`src/core/timer_trio_pkg.sv`:
```
// timer trio package: register map, field positions, reset values, bus carriers
// assumes a nibble-wide register port driven by the cpu core, one clock domain
package timer_trio_pkg;

	// ----------------------------------------------------------------
	// register offsets (nibble addresses)
	// ----------------------------------------------------------------
	localparam logic [3:0] ADDR_FLAGS_A = 4'h1;
	localparam logic [3:0] ADDR_FLAGS_BC = 4'h2;
	localparam logic [3:0] ADDR_WDOG = 4'h3;
	localparam logic [3:0] ADDR_PORT_SEL_B = 4'h5;
	localparam logic [3:0] ADDR_MODE_A = 4'h8;
	localparam logic [3:0] ADDR_MODE_B = 4'h9;
	localparam logic [3:0] ADDR_TB_LO = 4'ha;
	localparam logic [3:0] ADDR_TB_HI = 4'hb;
	localparam logic [3:0] ADDR_MODE_C = 4'hd;
	localparam logic [3:0] ADDR_TC_LO = 4'he;
	localparam logic [3:0] ADDR_TC_HI = 4'hf;

	// ----------------------------------------------------------------
	// field positions
	// ----------------------------------------------------------------
	localparam int FLAG_A_BIT = 2;
	localparam int FLAG_B_BIT = 0;
	localparam int FLAG_C_BIT = 2;
	localparam int WATCH_BASE_BIT = 3;
	localparam int RELOAD_BIT = 3;
	localparam int WDOG_BIT = 0;
	localparam int PORT_SEL_TIMER_OUT_BIT = 2;

	// ----------------------------------------------------------------
	// reset values and special codes
	// ----------------------------------------------------------------
	localparam logic [10:0] PS_RESET = 11'h000;
	localparam logic [4:0] SUBPS_RESET = 5'h00;
	localparam logic [7:0] COUNT_RESET = 8'h00;
	localparam logic [7:0] COUNT_TOP = 8'hff;
	localparam logic [7:0] PWM_MID_BASE = 8'h80;
	localparam logic [3:0] MODE_RESET = 4'h0;
	localparam logic [2:0] SUB_DIV_TOP = 3'h7;
	localparam logic [2:0] EXT_EVENT_CODE = 3'h7;
	localparam logic [2:0] WBASE_HALF_CODE = 3'h4;
	localparam logic [1:0] WBASE_CLEAR_CODE = 2'h3;

	// register port request
	typedef struct packed {
		logic [3:0] addr;
		logic [3:0] wdata;
		logic wr;
		logic rd;
	} reg_req_t;

	// power state from the mode controller
	typedef struct packed {
		logic stop;
		logic watch;
	} power_mode_t;

endpackage : timer_trio_pkg

```
`src/core/prescaled_timer_trio.sv`:
```
// prescalers s and w plus timers a, b and c with flags, watchdog and pwm output
// assumes all inputs synchronous to clock_i; reset is the mcu reset
//
// Behaviour
// [RQ1] prescaler s clears at reset and counts from release
// [RQ2] prescaler s counts always except reset, stop and watch modes
// [RQ3] prescaler s taps feed timers a, b, c and serial clock
// [RQ4] prescaler w counts sub-oscillator divided by eight, feeds timer a
// [RQ5] timer a resets to zero, counts ticks, wraps from ff with overflow
// [RQ6] timer a overflow sets timer a flag, word 1 bit 2
// [RQ7] timer a overflows every 256 input ticks
// [RQ8] watch base select bit routes prescaler w to timer a
// [RQ9] watch-base clear code zeroes prescaler w and timer a
// [RQ10] timer a mode register at 8 selects source and rate
// [RQ11] timer b mode register at 9 selects reload, ratio, source
// [RQ12] software routes shared pin as event input to avoid interrupts
// [RQ13] writing timer b load loads the counter, then counting resumes
// [RQ14] timer b overflows after ff, reloads or goes to zero
// [RQ15] timer b overflow sets flag word 2 bit 0
// [RQ16] timer c mode register at d selects reload and ratio
// [RQ17] timer c loads on write, overflows after ff, reloads or zero
// [RQ18] timer c overflow sets flag word 2 bit 2
// [RQ19] watchdog enabled: timer c overflow requests full mcu reset
// [RQ20] watchdog stops with timer c, stays active in standby
// [RQ21] timer c drives pwm output, stops when timer c stops
// [RQ22] software sets port select b bit 2 for timer output
// [RQ23] timer a mode codes select s or w periods or clear
// [RQ24] timer b bit 3 reload, codes 0-6 ratios, 7 external event
// [RQ25] load low nibble first; counter loads at high nibble write
// [RQ26] high counter read latches low nibble for following read
// [RQ27] pwm high at overflow, low at midpoint of reload span
//
// Implementation choice: the strobed register port.
`timescale 1ns/1ps
`default_nettype none

module prescaled_timer_trio (
	// clock and reset
	input wire logic clock_i,
	input wire logic rstn_i,
	// register port
	input wire timer_trio_pkg::reg_req_t req_i,
	output logic [3:0] rdata_o,
	// power state
	input wire timer_trio_pkg::power_mode_t power_i,
	// serial clock selection
	input wire logic [2:0] serial_mode_register_i,
	output logic serial_tick_o,
	// external pins
	input wire logic sub_oscillator_input_i,
	input wire logic external_event_input_i,
	output logic pulse_output_pin_o,
	output logic pulse_output_en_o,
	// interrupt flags and watchdog
	output logic [2:0] irq_flags_o,
	output logic watchdog_reset_o
);

	// ----------------------------------------------------------------
	// decode helpers
	// ----------------------------------------------------------------

	// true when the low k bits are all ones: carry into bit k
	function automatic logic tap(input logic [10:0] cnt, input logic [3:0] k);
		logic [10:0] mask;
		mask = 11'((12'h001 << k) - 12'h001);
		tap = ((cnt & mask) == mask);
	endfunction : tap

	// divide 2048,1024,512,128,32,8,4,2 as shift counts
	function automatic logic [3:0] shift_ac(input logic [2:0] code);
		case (code)
			3'h0: shift_ac = 4'hb;
			3'h1: shift_ac = 4'ha;
			3'h2: shift_ac = 4'h9;
			3'h3: shift_ac = 4'h7;
			3'h4: shift_ac = 4'h5;
			3'h5: shift_ac = 4'h3;
			3'h6: shift_ac = 4'h2;
			default: shift_ac = 4'h1;
		endcase
	endfunction : shift_ac

	// divide 2048,512,128,32,8,4,2 as shift counts
	function automatic logic [3:0] shift_b(input logic [2:0] code);
		case (code)
			3'h0: shift_b = 4'hb;
			3'h1: shift_b = 4'h9;
			3'h2: shift_b = 4'h7;
			3'h3: shift_b = 4'h5;
			3'h4: shift_b = 4'h3;
			3'h5: shift_b = 4'h2;
			default: shift_b = 4'h1;
		endcase
	endfunction : shift_b

	// ----------------------------------------------------------------
	// register writes
	// ----------------------------------------------------------------
	logic [3:0] timer_a_mode;
	logic [3:0] timer_b_mode;
	logic [3:0] timer_c_mode;
	logic [3:0] port_select_mode_b;
	logic watchdog_enable_flag;

	// timer mode registers are write-only; they read as zero
	always_ff @(posedge clock_i or negedge rstn_i) begin
		if (!rstn_i) begin
			timer_a_mode <= timer_trio_pkg::MODE_RESET;
			timer_b_mode <= timer_trio_pkg::MODE_RESET;
			timer_c_mode <= timer_trio_pkg::MODE_RESET;
			port_select_mode_b <= timer_trio_pkg::MODE_RESET;
			watchdog_enable_flag <= 1'b0;
		end else if (req_i.wr) begin
			case (req_i.addr)
				timer_trio_pkg::ADDR_MODE_A: timer_a_mode <= req_i.wdata; // RQ10
				timer_trio_pkg::ADDR_MODE_B: timer_b_mode <= req_i.wdata; // RQ11
				timer_trio_pkg::ADDR_MODE_C: timer_c_mode <= req_i.wdata; // RQ16
				timer_trio_pkg::ADDR_PORT_SEL_B: port_select_mode_b <= req_i.wdata;
				timer_trio_pkg::ADDR_WDOG: watchdog_enable_flag <= req_i.wdata[timer_trio_pkg::WDOG_BIT];
				default: ;
			endcase
		end
	end

	// ----------------------------------------------------------------
	// prescaler s
	// ----------------------------------------------------------------
	logic [10:0] system_clock_prescaler;
	logic ps_run;

	assign ps_run = !power_i.stop && !power_i.watch; // RQ2

	// free running, frozen only in stop and watch
	always_ff @(posedge clock_i or negedge rstn_i) begin
		if (!rstn_i) begin
			system_clock_prescaler <= timer_trio_pkg::PS_RESET; // RQ1
		end else if (ps_run) begin
			system_clock_prescaler <= system_clock_prescaler + 11'h001; // RQ2
		end
	end

	// serial transmit clock tap, same ratio table as timer b
	always_ff @(posedge clock_i or negedge rstn_i) begin
		if (!rstn_i) begin
			serial_tick_o <= 1'b0;
		end else begin
			serial_tick_o <= ps_run && (serial_mode_register_i != timer_trio_pkg::EXT_EVENT_CODE)
				&& tap(system_clock_prescaler, shift_b(serial_mode_register_i)); // RQ3
		end
	end

	// ----------------------------------------------------------------
	// prescaler w: sub-oscillator edges divided by eight
	// ----------------------------------------------------------------
	logic sub_q;
	logic sub_rise;
	logic [2:0] sub_div;
	logic [4:0] subclock_prescaler;
	logic sub_cycle;
	logic half_cycle;
	logic ta_clear;

	assign sub_rise = sub_oscillator_input_i && !sub_q;
	assign sub_cycle = sub_rise && (sub_div == timer_trio_pkg::SUB_DIV_TOP); // RQ4
	assign half_cycle = sub_rise && (sub_div[1:0] == timer_trio_pkg::SUB_DIV_TOP[1:0]);
	// codes 14 and 15 hold prescaler w and timer a at zero
	assign ta_clear = timer_a_mode[timer_trio_pkg::WATCH_BASE_BIT]
		&& (timer_a_mode[2:1] == timer_trio_pkg::WBASE_CLEAR_CODE); // RQ9

	// edge detect and divide; the input is already synchronous
	always_ff @(posedge clock_i or negedge rstn_i) begin
		if (!rstn_i) begin
			sub_q <= 1'b0;
			sub_div <= 3'h0;
		end else begin
			sub_q <= sub_oscillator_input_i;
			if (sub_rise) begin
				sub_div <= sub_div + 3'h1; // RQ4
			end
		end
	end

	// prescaler w keeps running in watch mode, the time base needs it
	always_ff @(posedge clock_i or negedge rstn_i) begin
		if (!rstn_i) begin
			subclock_prescaler <= timer_trio_pkg::SUBPS_RESET;
		end else if (ta_clear) begin
			subclock_prescaler <= timer_trio_pkg::SUBPS_RESET; // RQ9
		end else if (sub_cycle) begin
			subclock_prescaler <= subclock_prescaler + 5'h01;
		end
	end

	// ----------------------------------------------------------------
	// timer a
	// ----------------------------------------------------------------
	logic [7:0] timer_a_count;
	logic tick_a;
	logic wbase_tick;
	logic ovf_a;
	logic timer_a_irq_flag;

	// prescaler w taps: 32, 16, 8, 2 and half a sub cycle
	always_comb begin
		case (timer_a_mode[2:0])
			3'h0: wbase_tick = sub_cycle && tap({6'h00, subclock_prescaler}, 4'h5);
			3'h1: wbase_tick = sub_cycle && tap({6'h00, subclock_prescaler}, 4'h4);
			3'h2: wbase_tick = sub_cycle && tap({6'h00, subclock_prescaler}, 4'h3);
			3'h3: wbase_tick = sub_cycle && tap({6'h00, subclock_prescaler}, 4'h1);
			timer_trio_pkg::WBASE_HALF_CODE: wbase_tick = half_cycle;
			default: wbase_tick = 1'b0;
		endcase
	end

	// source select by watch base bit
	assign tick_a = timer_a_mode[timer_trio_pkg::WATCH_BASE_BIT] ? wbase_tick // RQ8
		: (ps_run && tap(system_clock_prescaler, shift_ac(timer_a_mode[2:0]))); // RQ23
	assign ovf_a = tick_a && !ta_clear && (timer_a_count == timer_trio_pkg::COUNT_TOP); // RQ7

	// plain 8-bit up counter, natural wrap gives the 256 period
	always_ff @(posedge clock_i or negedge rstn_i) begin
		if (!rstn_i) begin
			timer_a_count <= timer_trio_pkg::COUNT_RESET; // RQ5
		end else if (ta_clear) begin
			timer_a_count <= timer_trio_pkg::COUNT_RESET; // RQ9
		end else if (tick_a) begin
			timer_a_count <= timer_a_count + 8'h01; // RQ5
		end
	end

	// overflow beats a same-cycle software clear
	always_ff @(posedge clock_i or negedge rstn_i) begin
		if (!rstn_i) begin
			timer_a_irq_flag <= 1'b0;
		end else if (ovf_a) begin
			timer_a_irq_flag <= 1'b1; // RQ6
		end else if (req_i.wr && req_i.addr == timer_trio_pkg::ADDR_FLAGS_A
			&& !req_i.wdata[timer_trio_pkg::FLAG_A_BIT]) begin
			timer_a_irq_flag <= 1'b0;
		end
	end

	// ----------------------------------------------------------------
	// timers b (index 0) and c (index 1)
	// ----------------------------------------------------------------
	logic ext_q;
	logic ext_fall;
	logic [7:0] load_val [2];
	logic [7:0] cnt [2];
	logic [3:0] lo_latch [2];
	logic tick_bc [2];
	logic ovf_bc [2];

	// event input is active low: count falling edges
	always_ff @(posedge clock_i or negedge rstn_i) begin
		if (!rstn_i) begin
			ext_q <= 1'b1;
		end else begin
			ext_q <= external_event_input_i;
		end
	end
	assign ext_fall = ext_q && !external_event_input_i; // RQ12

	assign tick_bc[0] = (timer_b_mode[2:0] == timer_trio_pkg::EXT_EVENT_CODE) ? ext_fall // RQ24
		: (ps_run && tap(system_clock_prescaler, shift_b(timer_b_mode[2:0]))); // RQ3
	assign tick_bc[1] = ps_run && tap(system_clock_prescaler, shift_ac(timer_c_mode[2:0])); // RQ20

	genvar gi;
	generate
		for (gi = 0; gi < 2; gi++) begin : g_bc
			logic [3:0] lo_addr;
			logic [3:0] hi_addr;
			logic reload_on;
			logic load_hi;
			assign lo_addr = (gi == 0) ? timer_trio_pkg::ADDR_TB_LO : timer_trio_pkg::ADDR_TC_LO;
			assign hi_addr = (gi == 0) ? timer_trio_pkg::ADDR_TB_HI : timer_trio_pkg::ADDR_TC_HI;
			assign reload_on = (gi == 0) ? timer_b_mode[timer_trio_pkg::RELOAD_BIT]
				: timer_c_mode[timer_trio_pkg::RELOAD_BIT];
			assign load_hi = req_i.wr && (req_i.addr == hi_addr);
			assign ovf_bc[gi] = tick_bc[gi] && !load_hi && (cnt[gi] == timer_trio_pkg::COUNT_TOP);

			// load register: low nibble parks, high nibble completes it
			always_ff @(posedge clock_i or negedge rstn_i) begin
				if (!rstn_i) begin
					load_val[gi] <= timer_trio_pkg::COUNT_RESET;
				end else if (req_i.wr && req_i.addr == lo_addr) begin
					load_val[gi][3:0] <= req_i.wdata; // RQ25
				end else if (load_hi) begin
					load_val[gi][7:4] <= req_i.wdata; // RQ25
				end
			end

			// counter: a software load wins over a tick in the same cycle
			always_ff @(posedge clock_i or negedge rstn_i) begin
				if (!rstn_i) begin
					cnt[gi] <= timer_trio_pkg::COUNT_RESET;
				end else if (load_hi) begin
					cnt[gi] <= {req_i.wdata, load_val[gi][3:0]}; // RQ13 RQ17
				end else if (ovf_bc[gi]) begin
					cnt[gi] <= reload_on ? load_val[gi] : timer_trio_pkg::COUNT_RESET; // RQ14 RQ17
				end else if (tick_bc[gi]) begin
					cnt[gi] <= cnt[gi] + 8'h01; // RQ13
				end
			end

			// high read snapshots the low nibble for a coherent pair
			always_ff @(posedge clock_i or negedge rstn_i) begin
				if (!rstn_i) begin
					lo_latch[gi] <= 4'h0;
				end else if (req_i.rd && req_i.addr == hi_addr) begin
					lo_latch[gi] <= cnt[gi][3:0]; // RQ26
				end
			end
		end
	endgenerate

	// ----------------------------------------------------------------
	// flags b and c, watchdog, pwm
	// ----------------------------------------------------------------
	logic timer_b_irq_flag;
	logic timer_c_irq_flag;
	logic flags_bc_wr;
	logic pwm;
	logic [7:0] pwm_mid;

	assign flags_bc_wr = req_i.wr && (req_i.addr == timer_trio_pkg::ADDR_FLAGS_BC);

	// writing a zero clears; an overflow in that cycle still sets
	always_ff @(posedge clock_i or negedge rstn_i) begin
		if (!rstn_i) begin
			timer_b_irq_flag <= 1'b0;
			timer_c_irq_flag <= 1'b0;
		end else begin
			if (ovf_bc[0]) begin
				timer_b_irq_flag <= 1'b1; // RQ15
			end else if (flags_bc_wr && !req_i.wdata[timer_trio_pkg::FLAG_B_BIT]) begin
				timer_b_irq_flag <= 1'b0;
			end
			if (ovf_bc[1]) begin
				timer_c_irq_flag <= 1'b1; // RQ18
			end else if (flags_bc_wr && !req_i.wdata[timer_trio_pkg::FLAG_C_BIT]) begin
				timer_c_irq_flag <= 1'b0;
			end
		end
	end

	// one-cycle reset request; only ticking overflows reach it, so a frozen timer c never fires
	always_ff @(posedge clock_i or negedge rstn_i) begin
		if (!rstn_i) begin
			watchdog_reset_o <= 1'b0;
		end else begin
			watchdog_reset_o <= ovf_bc[1] && watchdog_enable_flag; // RQ19 RQ20
		end
	end

	// midpoint of the span the counter walks between overflows
	assign pwm_mid = timer_c_mode[timer_trio_pkg::RELOAD_BIT]
		? (timer_trio_pkg::PWM_MID_BASE + {1'b0, load_val[1][7:1]}) : timer_trio_pkg::PWM_MID_BASE;

	// pwm only moves on ticks, so it freezes with timer c
	always_ff @(posedge clock_i or negedge rstn_i) begin
		if (!rstn_i) begin
			pwm <= 1'b0;
		end else if (ovf_bc[1]) begin
			pwm <= 1'b1; // RQ27
		end else if (tick_bc[1] && cnt[1] == pwm_mid) begin
			pwm <= 1'b0; // RQ21 RQ27
		end
	end

	// pin driven only when port select b routes the timer output
	always_ff @(posedge clock_i or negedge rstn_i) begin
		if (!rstn_i) begin
			pulse_output_pin_o <= 1'b0;
			pulse_output_en_o <= 1'b0;
		end else begin
			pulse_output_pin_o <= pwm; // RQ21
			pulse_output_en_o <= port_select_mode_b[timer_trio_pkg::PORT_SEL_TIMER_OUT_BIT];
		end
	end

	assign irq_flags_o = {timer_c_irq_flag, timer_b_irq_flag, timer_a_irq_flag};

	// ----------------------------------------------------------------
	// read port: data stands one cycle after the strobe, zero otherwise
	// ----------------------------------------------------------------
	always_ff @(posedge clock_i or negedge rstn_i) begin
		if (!rstn_i) begin
			rdata_o <= 4'h0;
		end else if (!req_i.rd) begin
			rdata_o <= 4'h0;
		end else begin
			case (req_i.addr)
				timer_trio_pkg::ADDR_FLAGS_A: rdata_o <= {1'b0, timer_a_irq_flag, 2'b00};
				timer_trio_pkg::ADDR_FLAGS_BC: rdata_o <= {1'b0, timer_c_irq_flag, 1'b0, timer_b_irq_flag};
				timer_trio_pkg::ADDR_WDOG: rdata_o <= {3'b000, watchdog_enable_flag};
				timer_trio_pkg::ADDR_PORT_SEL_B: rdata_o <= port_select_mode_b;
				timer_trio_pkg::ADDR_TB_HI: rdata_o <= cnt[0][7:4];
				timer_trio_pkg::ADDR_TB_LO: rdata_o <= lo_latch[0]; // RQ26
				timer_trio_pkg::ADDR_TC_HI: rdata_o <= cnt[1][7:4];
				timer_trio_pkg::ADDR_TC_LO: rdata_o <= lo_latch[1];
				default: rdata_o <= 4'h0;
			endcase
		end
	end
endmodule : prescaled_timer_trio

`default_nettype wire

```
`config.mk`:
```
export PLATFORM = sky130hd
export DESIGN_NAME = prescaled_timer_trio
export DESIGN_NICKNAME = d
export VERILOG_FILES = /design/src/core/timer_trio_pkg.sv /design/src/core/prescaled_timer_trio.sv
export SDC_FILE = /design/constraint.sdc
export NUM_CORES = 1
export LEC_CHECK = 0
export BUFFER_PORTS_ARGS = -buffer_cell sky130_fd_sc_hd__buf_4
export CAP_MARGIN = 25
export CORE_ASPECT_RATIO = 0.6
export CORE_MARGIN = 4
export CORE_UTILIZATION = 60
export CTS_CLUSTER_DIAMETER = 60
export DETAILED_ROUTE_END_ITERATION = 7
export PLACE_DENSITY = 0.88
export SETUP_SLACK_MARGIN = 0.5
export SLEW_MARGIN = 30
export SYNTH_ARGS = -nofsm -noshare
export SYNTH_HDL_FRONTEND = slang
export SYNTH_SLANG_ARGS = --single-unit
```
`constraint.sdc`:
```
create_clock -name clock_i -period 3.95 [get_ports clock_i]
set_input_delay 0.395 -clock clock_i [delete_from_list [all_inputs] [get_ports clock_i]]
set_output_delay 0.395 -clock clock_i [all_outputs]
set_load 0.005 [all_outputs]
```
==> impl_metrics.env, run 1 <==
export IMPL_die_w_um=132.6
export IMPL_clkSinkCount=98
export IMPL_r2r_cells=8
export IMPL_synth_edf_count=0
export IMPL_min_path_type="input port to asynchronous set/reset pin"
export IMPL_nNetsFinal=616
export IMPL_min_period_ps=2865
export IMPL_fillers=656
export IMPL_fp_row_count=26
export IMPL_io_pins=30
export IMPL_vias=4659
export IMPL_final_common_cell="dfrtp_1"
export IMPL_worstPathMaxFanout=12
export IMPL_cts_buffers=9
export IMPL_fin_skew_ps=6.136
export IMPL_slowest_stage="dfrtp_1"
export IMPL_status="finished, final reports clean"
export IMPL_grt_pass1_vias=4412
export IMPL_vdd_drop_max_v=0.0002878
export IMPL_leakagePower_nw=2.719
export IMPL_antenna_left=0
export IMPL_wire_per_inst_um=19.36
export IMPL_track_usage_pct=25.63
export IMPL_fmax_mhz=349.1
export IMPL_rsz0062_at_grt="no"
export IMPL_hpwl_um=9319
export IMPL_tightestPinTransition_ps=788.3
export IMPL_post_drt_via_cell_ratio=6.637
export IMPL_crit_arrival_ps=3110
export IMPL_final_cell_mix="dfrtp_1, nand2_1, nand3_1"
export IMPL_async_flop_share_pct=100.0
export IMPL_postCtsHoldBufs=0
export IMPL_cts_tree="done"
export IMPL_slew_headroom_pct=47.22
export IMPL_initial_utilization_pct=63.63
export IMPL_clk_pin_slew_ps=70
export IMPL_regToRegStartpoint="timer_c_mode[1]"
export IMPL_clock_latency_ps=350
export IMPL_die_area_um2=10970
export IMPL_cts_resized=0
export IMPL_die_h_um=82.76
export IMPL_route_detailed_drc=0
export IMPL_gp_congestion=0.9253
export IMPL_antenna_found_initial=1
export IMPL_grt_max_degree=86
export IMPL_yosysWarnings=0
export IMPL_crit_reg2reg_capture="cnt[2]"
export IMPL_hold_viol=0
export IMPL_dpl_cell_area_um2=5744
export IMPL_htreeDepth=3
export IMPL_setup_viol=0
export IMPL_synth_flop_cell="dfrtp_1"
export IMPL_hold_worst_slack_ps=95.06
export IMPL_core_um2=8783
export IMPL_syn_avg_cell_area_um2=9.570
export IMPL_worstSetupEndpointType="flop"
export IMPL_syn_cell_area_um2=5589
export IMPL_postCtsSetupBuffers=0
export IMPL_stdcell_area_um2=6050
export IMPL_drive_gt1_share_pct=15.93
export IMPL_antenna_cells=0
export IMPL_p_total_mw=3.344
export IMPL_clk_path_buf_depth=2
export IMPL_min_period_over_period_pct=72.52
export IMPL_tns_ps=0
export IMPL_crit_required_ps=4200
export IMPL_synthCells=584
export IMPL_area_growth_pct=8.238
export IMPL_first_pass_iters=6
export IMPL_synth_area_leader_cell="dfrtp_1"
export IMPL_ys_seq_elements=98
export IMPL_slowest_delay_ps=470
export IMPL_slew_viol_final=0
export IMPL_portBuffers=29
export IMPL_totalWireLength_um=13590
export IMPL_clockRootBuffer="clkbuf_16"
export IMPL_grt_pass1_wl_um=22070
export IMPL_grt_overflow=0
export IMPL_path_class="flop to flop"
export IMPL_yosysUniqueCellTypes=66
export IMPL_p_per_area_nw_per_um2=552.7
export IMPL_max_cap_viol_count=0
export IMPL_synth_top_cell_area_share_pct=43.43
export IMPL_critPathLaunchType="flop"
export IMPL_synth_area_leaders="dfrtp_1, mux2_2, nand2_1"
export IMPL_seq_area_frac_synth_pct=43.90
export IMPL_drt_iter0_markers=586
export IMPL_path_cells="nand3_1 > ha_1 > or3b_1 > a311o_1 > o2111ai_1 > or2_1 > o21ai_0 > a22o_1"
export IMPL_rrSetupSlack_ps=1090
-- layout make-up --
class                           count  area (um^2)  share of cell area (%)
Clock buffer                       14        264.0                   4.364
Multi-Input combinational cell    435         2887                   47.71
Sequential cell                    98         2454                   40.56
Tap cell                          112        140.1                   2.316
Inverter                           11        41.29                  0.6825
Clock inverter                      2        35.03                  0.5791
Timing Repair Buffer               30        229.0                   3.785
-- where the power goes --
part / total, mW / switching [mW] / leakage (nW) / internal [mW]
Sequential: 1.67 / 0.415 / 1.26 / 1.25
Combinational: 0.775 / 0.375 / 1.31 / 0.400
Clock: 0.901 / 0.375 / 0.147 / 0.526
Total: 3.34 / 1.16 / 2.72 / 2.18
-- state kept, by name (all words and copies together), names as in the netlist --
| register | cells |
|---|---|
| serial_tick_o | 1 |
| sub_div | 3 |
| subclock_prescaler | 5 |
| timer_a_irq_flag | 1 |
| timer_c_irq_flag | 1 |
| pulse_output_pin_o | 1 |
| system_clock_prescaler | 11 |
| pulse_output_en_o | 1 |
| timer_c_mode | 4 |
| timer_b_mode | 4 |
| pwm | 1 |
| watchdog_enable_flag | 1 |
| port_select_mode_b | 4 |
| timer_a_mode | 4 |
| load_val | 16 |
| rdata_o | 4 |
| cnt | 16 |
| timer_b_irq_flag | 1 |
| lo_latch | 8 |
| timer_a_count | 8 |
| watchdog_reset_o | 1 |
| ext_q | 1 |
| sub_q | 1 |
-- critical path: cells and delay by family, from the launching register on --
kind / cells / cell delay (ps)
fa+ha+maj: 1 / 290
simple gates: 3 / 980
flops: 1 / 470
compound gates: 4 / 1010
-- Yosys cell counts (3+ instances only) --
cell type  instances
xor2_1            16
buf_6              3
nand4_1            7
and3_1            13
nor2_1            34
o2111ai_1          3
nand3_1           41
nor3b_1            3
o31ai_1            5
nand2b_1           8
dfrtp_1           97
o22ai_1            4
ha_1              12
or3_1              3
o211ai_1           5
a221oi_1           3
and2_1             3
a21o_1             3
a22o_1             4
nor3_1             5
mux2i_1           13
xnor2_1            8
and3_2             3
a41oi_1            4
nor2b_1            6
o21ai_0           36
and4_1             5
mux2_2            34
buf_4              7
a22oi_1            4
nand3b_1           7
nand2_1           77
a31oi_1            4
nor4_1             3
clkbuf_1          26
a211oi_1           5
inv_1             11
a31o_2             4
a21oi_1           19
-- layer usage --
layer | global-route usage (%) | routed length (um)
met5 | 0 | 13
met4 | 7.261 | 221
met3 | 9.806 | 1286
met2 | 40.13 | 6087
met1 | 33.75 | 5980
-- logic make-up (layout without fill, tap and decap cells) --
kind of cell	count (synthesis)	after routing	synth area share (%)
adder cells (fa/ha/maj)	12	12	2.686
other	1	3	0.06709
AO/OA/AOI/OAI	118	118	14.78
flip-flops	98	98	43.90
multiplexers	47	47	9.178
AND/OR/NAND/NOR	231	231	20.93
XOR/XNOR	24	24	3.761
buffers and inverters	53	57	4.701
-- worst max path at each step --
stage	start	end	slack, ps	cells after the start
3_3_place_gp	power_i[1]	cnt[13]	1240	7
2_1_floorplan	timer_c_mode[1]	cnt[7]	1470	10
6_report	timer_c_mode[1]	cnt[2]	1090	8
4_1_cts	timer_a_mode[1]	timer_a_count[4]	1140	8
3_5_place_dp	timer_c_mode[0]	cnt[2]	1150	8
5_1_grt	timer_a_mode[1]	timer_a_count[4]	910	8
-- stage by stage --
step / instances / utilization, % / worst slack (ps)
2_1_floorplan: 586 / - / 1470
4_1_cts: 702 / 68.80 / 1137
5_1_grt: 702 / 68.87 / 907.0
6_report: 702 / 68.87 / 1085
3_3_place_gp: 686 / 65.36 / 1236
3_5_place_dp: 686 / 65.40 / 1150
Power figures use the tool's default switching activity.
==> inputs of run 2 (changes only) <==
CORE_UTILIZATION = 56   (was 60)
PLACE_DENSITY = 0.87   (was 0.88)
clock period = 2.5 ns   (was 3.95 ns; I/O delays follow)
==> impl_metrics.env, run 2 (same netlist as run 1, synthesis figures left out) <==
export IMPL_antenna_left=0
export IMPL_worstPathMaxFanout=8
export IMPL_p_per_area_nw_per_um2=845.2
export IMPL_crit_arrival_ps=2470
export IMPL_clock_latency_ps=350
export IMPL_die_w_um=137.0
export IMPL_antenna_cells=0
export IMPL_nNetsFinal=652
export IMPL_dp_slack_ps=17.00
export IMPL_htreeDepth=3
export IMPL_clockRootBuffer="clkbuf_16"
export IMPL_worstSetupEndpointType="flop"
export IMPL_io_pins=30
export IMPL_path_class="flop to flop"
export IMPL_hpwl_um=9439
export IMPL_totalWireLength_um=14400
export IMPL_area_growth_pct=18.11
export IMPL_violations="design-rule violations"
export IMPL_status="complete, but fails checks"
export IMPL_final_common_cell="dfrtp_1"
export IMPL_portBuffers=29
export IMPL_vias=4797
export IMPL_clk_path_buf_depth=2
export IMPL_cts_tree="done"
export IMPL_fin_skew_ps=8.874
export IMPL_drt_iter0_markers=609
export IMPL_p_total_mw=5.580
export IMPL_fillers=671
export IMPL_vdd_drop_max_v=0.0004354
export IMPL_reg_largest_list="cnt (16), load_val (16), system_clock_prescaler (11)"
export IMPL_wire_per_inst_um=19.08
export IMPL_tns_ps=0
export IMPL_fp_row_count=27
export IMPL_grt_max_degree=99
export IMPL_hold_worst_slack_ps=16.77
export IMPL_stdcell_area_um2=6601
export IMPL_min_period_ps=2251
export IMPL_setup_viol=0
export IMPL_gp_congestion=0.9457
export IMPL_grt_pass1_vias=4609
export IMPL_dpl_cell_area_um2=5914
export IMPL_core_um2=9459
export IMPL_die_area_um2=11700
export IMPL_hold_viol=0
export IMPL_grt_pass1_wl_um=23030
export IMPL_first_pass_iters=8
export IMPL_min_period_over_period_pct=90.04
export IMPL_critPathLaunchType="flop"
export IMPL_slew_headroom_pct=63.11
export IMPL_antenna_found_initial=0
export IMPL_clk_pin_slew_ps=70
export IMPL_max_cap_viol_count=0
export IMPL_min_path_type="input port to flop"
export IMPL_track_usage_pct=24.86
export IMPL_grt_overflow=0
export IMPL_drive_gt1_share_pct=25.76
export IMPL_cts_buffers=9
export IMPL_initial_utilization_pct=59.09
export IMPL_rsz0062_at_grt="yes"
export IMPL_tightestPinTransition_ps=551.4
export IMPL_fmax_mhz=444.3
export IMPL_die_h_um=85.39
export IMPL_post_drt_via_cell_ratio=6.354
export IMPL_fin_ws_ps=249.1
export IMPL_slew_viol_final=0
export IMPL_route_detailed_drc=19
export IMPL_final_cell_mix="dfrtp_1, nand2_1, buf_4"
export IMPL_clkSinkCount=98
export IMPL_leakagePower_nw=2.932
export IMPL_crit_required_ps=2720
-- run 2: cell type report --
type / count / area [um^2] / area share (%)
clock buffer: 11 / 252.7 / 3.829
clock inverter: 4 / 51.30 / 0.7771
inverter: 11 / 41.29 / 0.6255
multi-input combinational: 436 / 3108 / 47.08
sequential: 98 / 2456 / 37.21
tap: 130 / 162.7 / 2.464
timing repair buffer: 65 / 529.3 / 8.017
-- run 2: timing repair --
item | 4_1_cts | 5_1_grt
setup buffers | 12 | 8
hold endpoints to repair | 97 | 0
resized for setup | 26 | 24
gates cloned | 2 | 0
hold buffers | 1 | 0
pin swaps | 16 | 11
endpoints found under the setup margin | 27 | 29
-- run 2: routing by layer --
| metal | wire [um] | vias to the layer above | share of wire, % | GRT usage [%] |
|---|---|---|---|---|
| met1 | 6191 | 2318 | 43 | 34.79 |
| li1 | - | 2182 | - | - |
| met4 | 231 | 0 | 1.6 | 6.975 |
| met3 | 1402 | 35 | 9.7 | 7.346 |
| met5 | 0 | - | 0 | 0 |
| met2 | 6578 | 262 | 46 | 37.75 |
-- run 2: worst paths after layout --
| kind | from | end | slack (ps) | cells past startpoint |
|---|---|---|---|---|
| setup / recovery | timer_c_mode[2] | cnt[5] | 250 | 9 |
| hold / removal | external_event_input_i | ext_q | 20 | 1 |
| setup reg to reg | timer_c_mode[2] | cnt[5] | 250 | 9 |
| hold reg to reg | pwm | pulse_output_pin_o | 410 | 0 |
| max in group asynchronous | rstn_i | timer_b_mode[1] | 1590 | 3 |
| min in group asynchronous | rstn_i | sub_div[1] | 480 | 3 |
-- run 2: critical path: stages (launching register included) --
cell and delay, ps:
dfrtp_1 380, nand3_2 110, ha_4 190, and4b_1 210
a2111oi_4 290, o2111ai_2 200, buf_4 170, or2_4 290
mux2i_1 180, o21ai_1 80
-- run 2: report_power, final --
group,leakage [nW],internal [mW],switching (mW)
registers,1.26,1.98,0.601
logic,1.53,0.786,0.779
clock network,0.148,0.825,0.607
-- run 2: stage by stage --
stage / utilization (%) / instances
2_1_floorplan: - / 586
3_3_place_gp: 62.53 / 717
3_5_place_dp: 62.53 / 717
4_1_cts: 67.95 / 747
5_1_grt: 69.79 / 755
6_report: 69.79 / 755
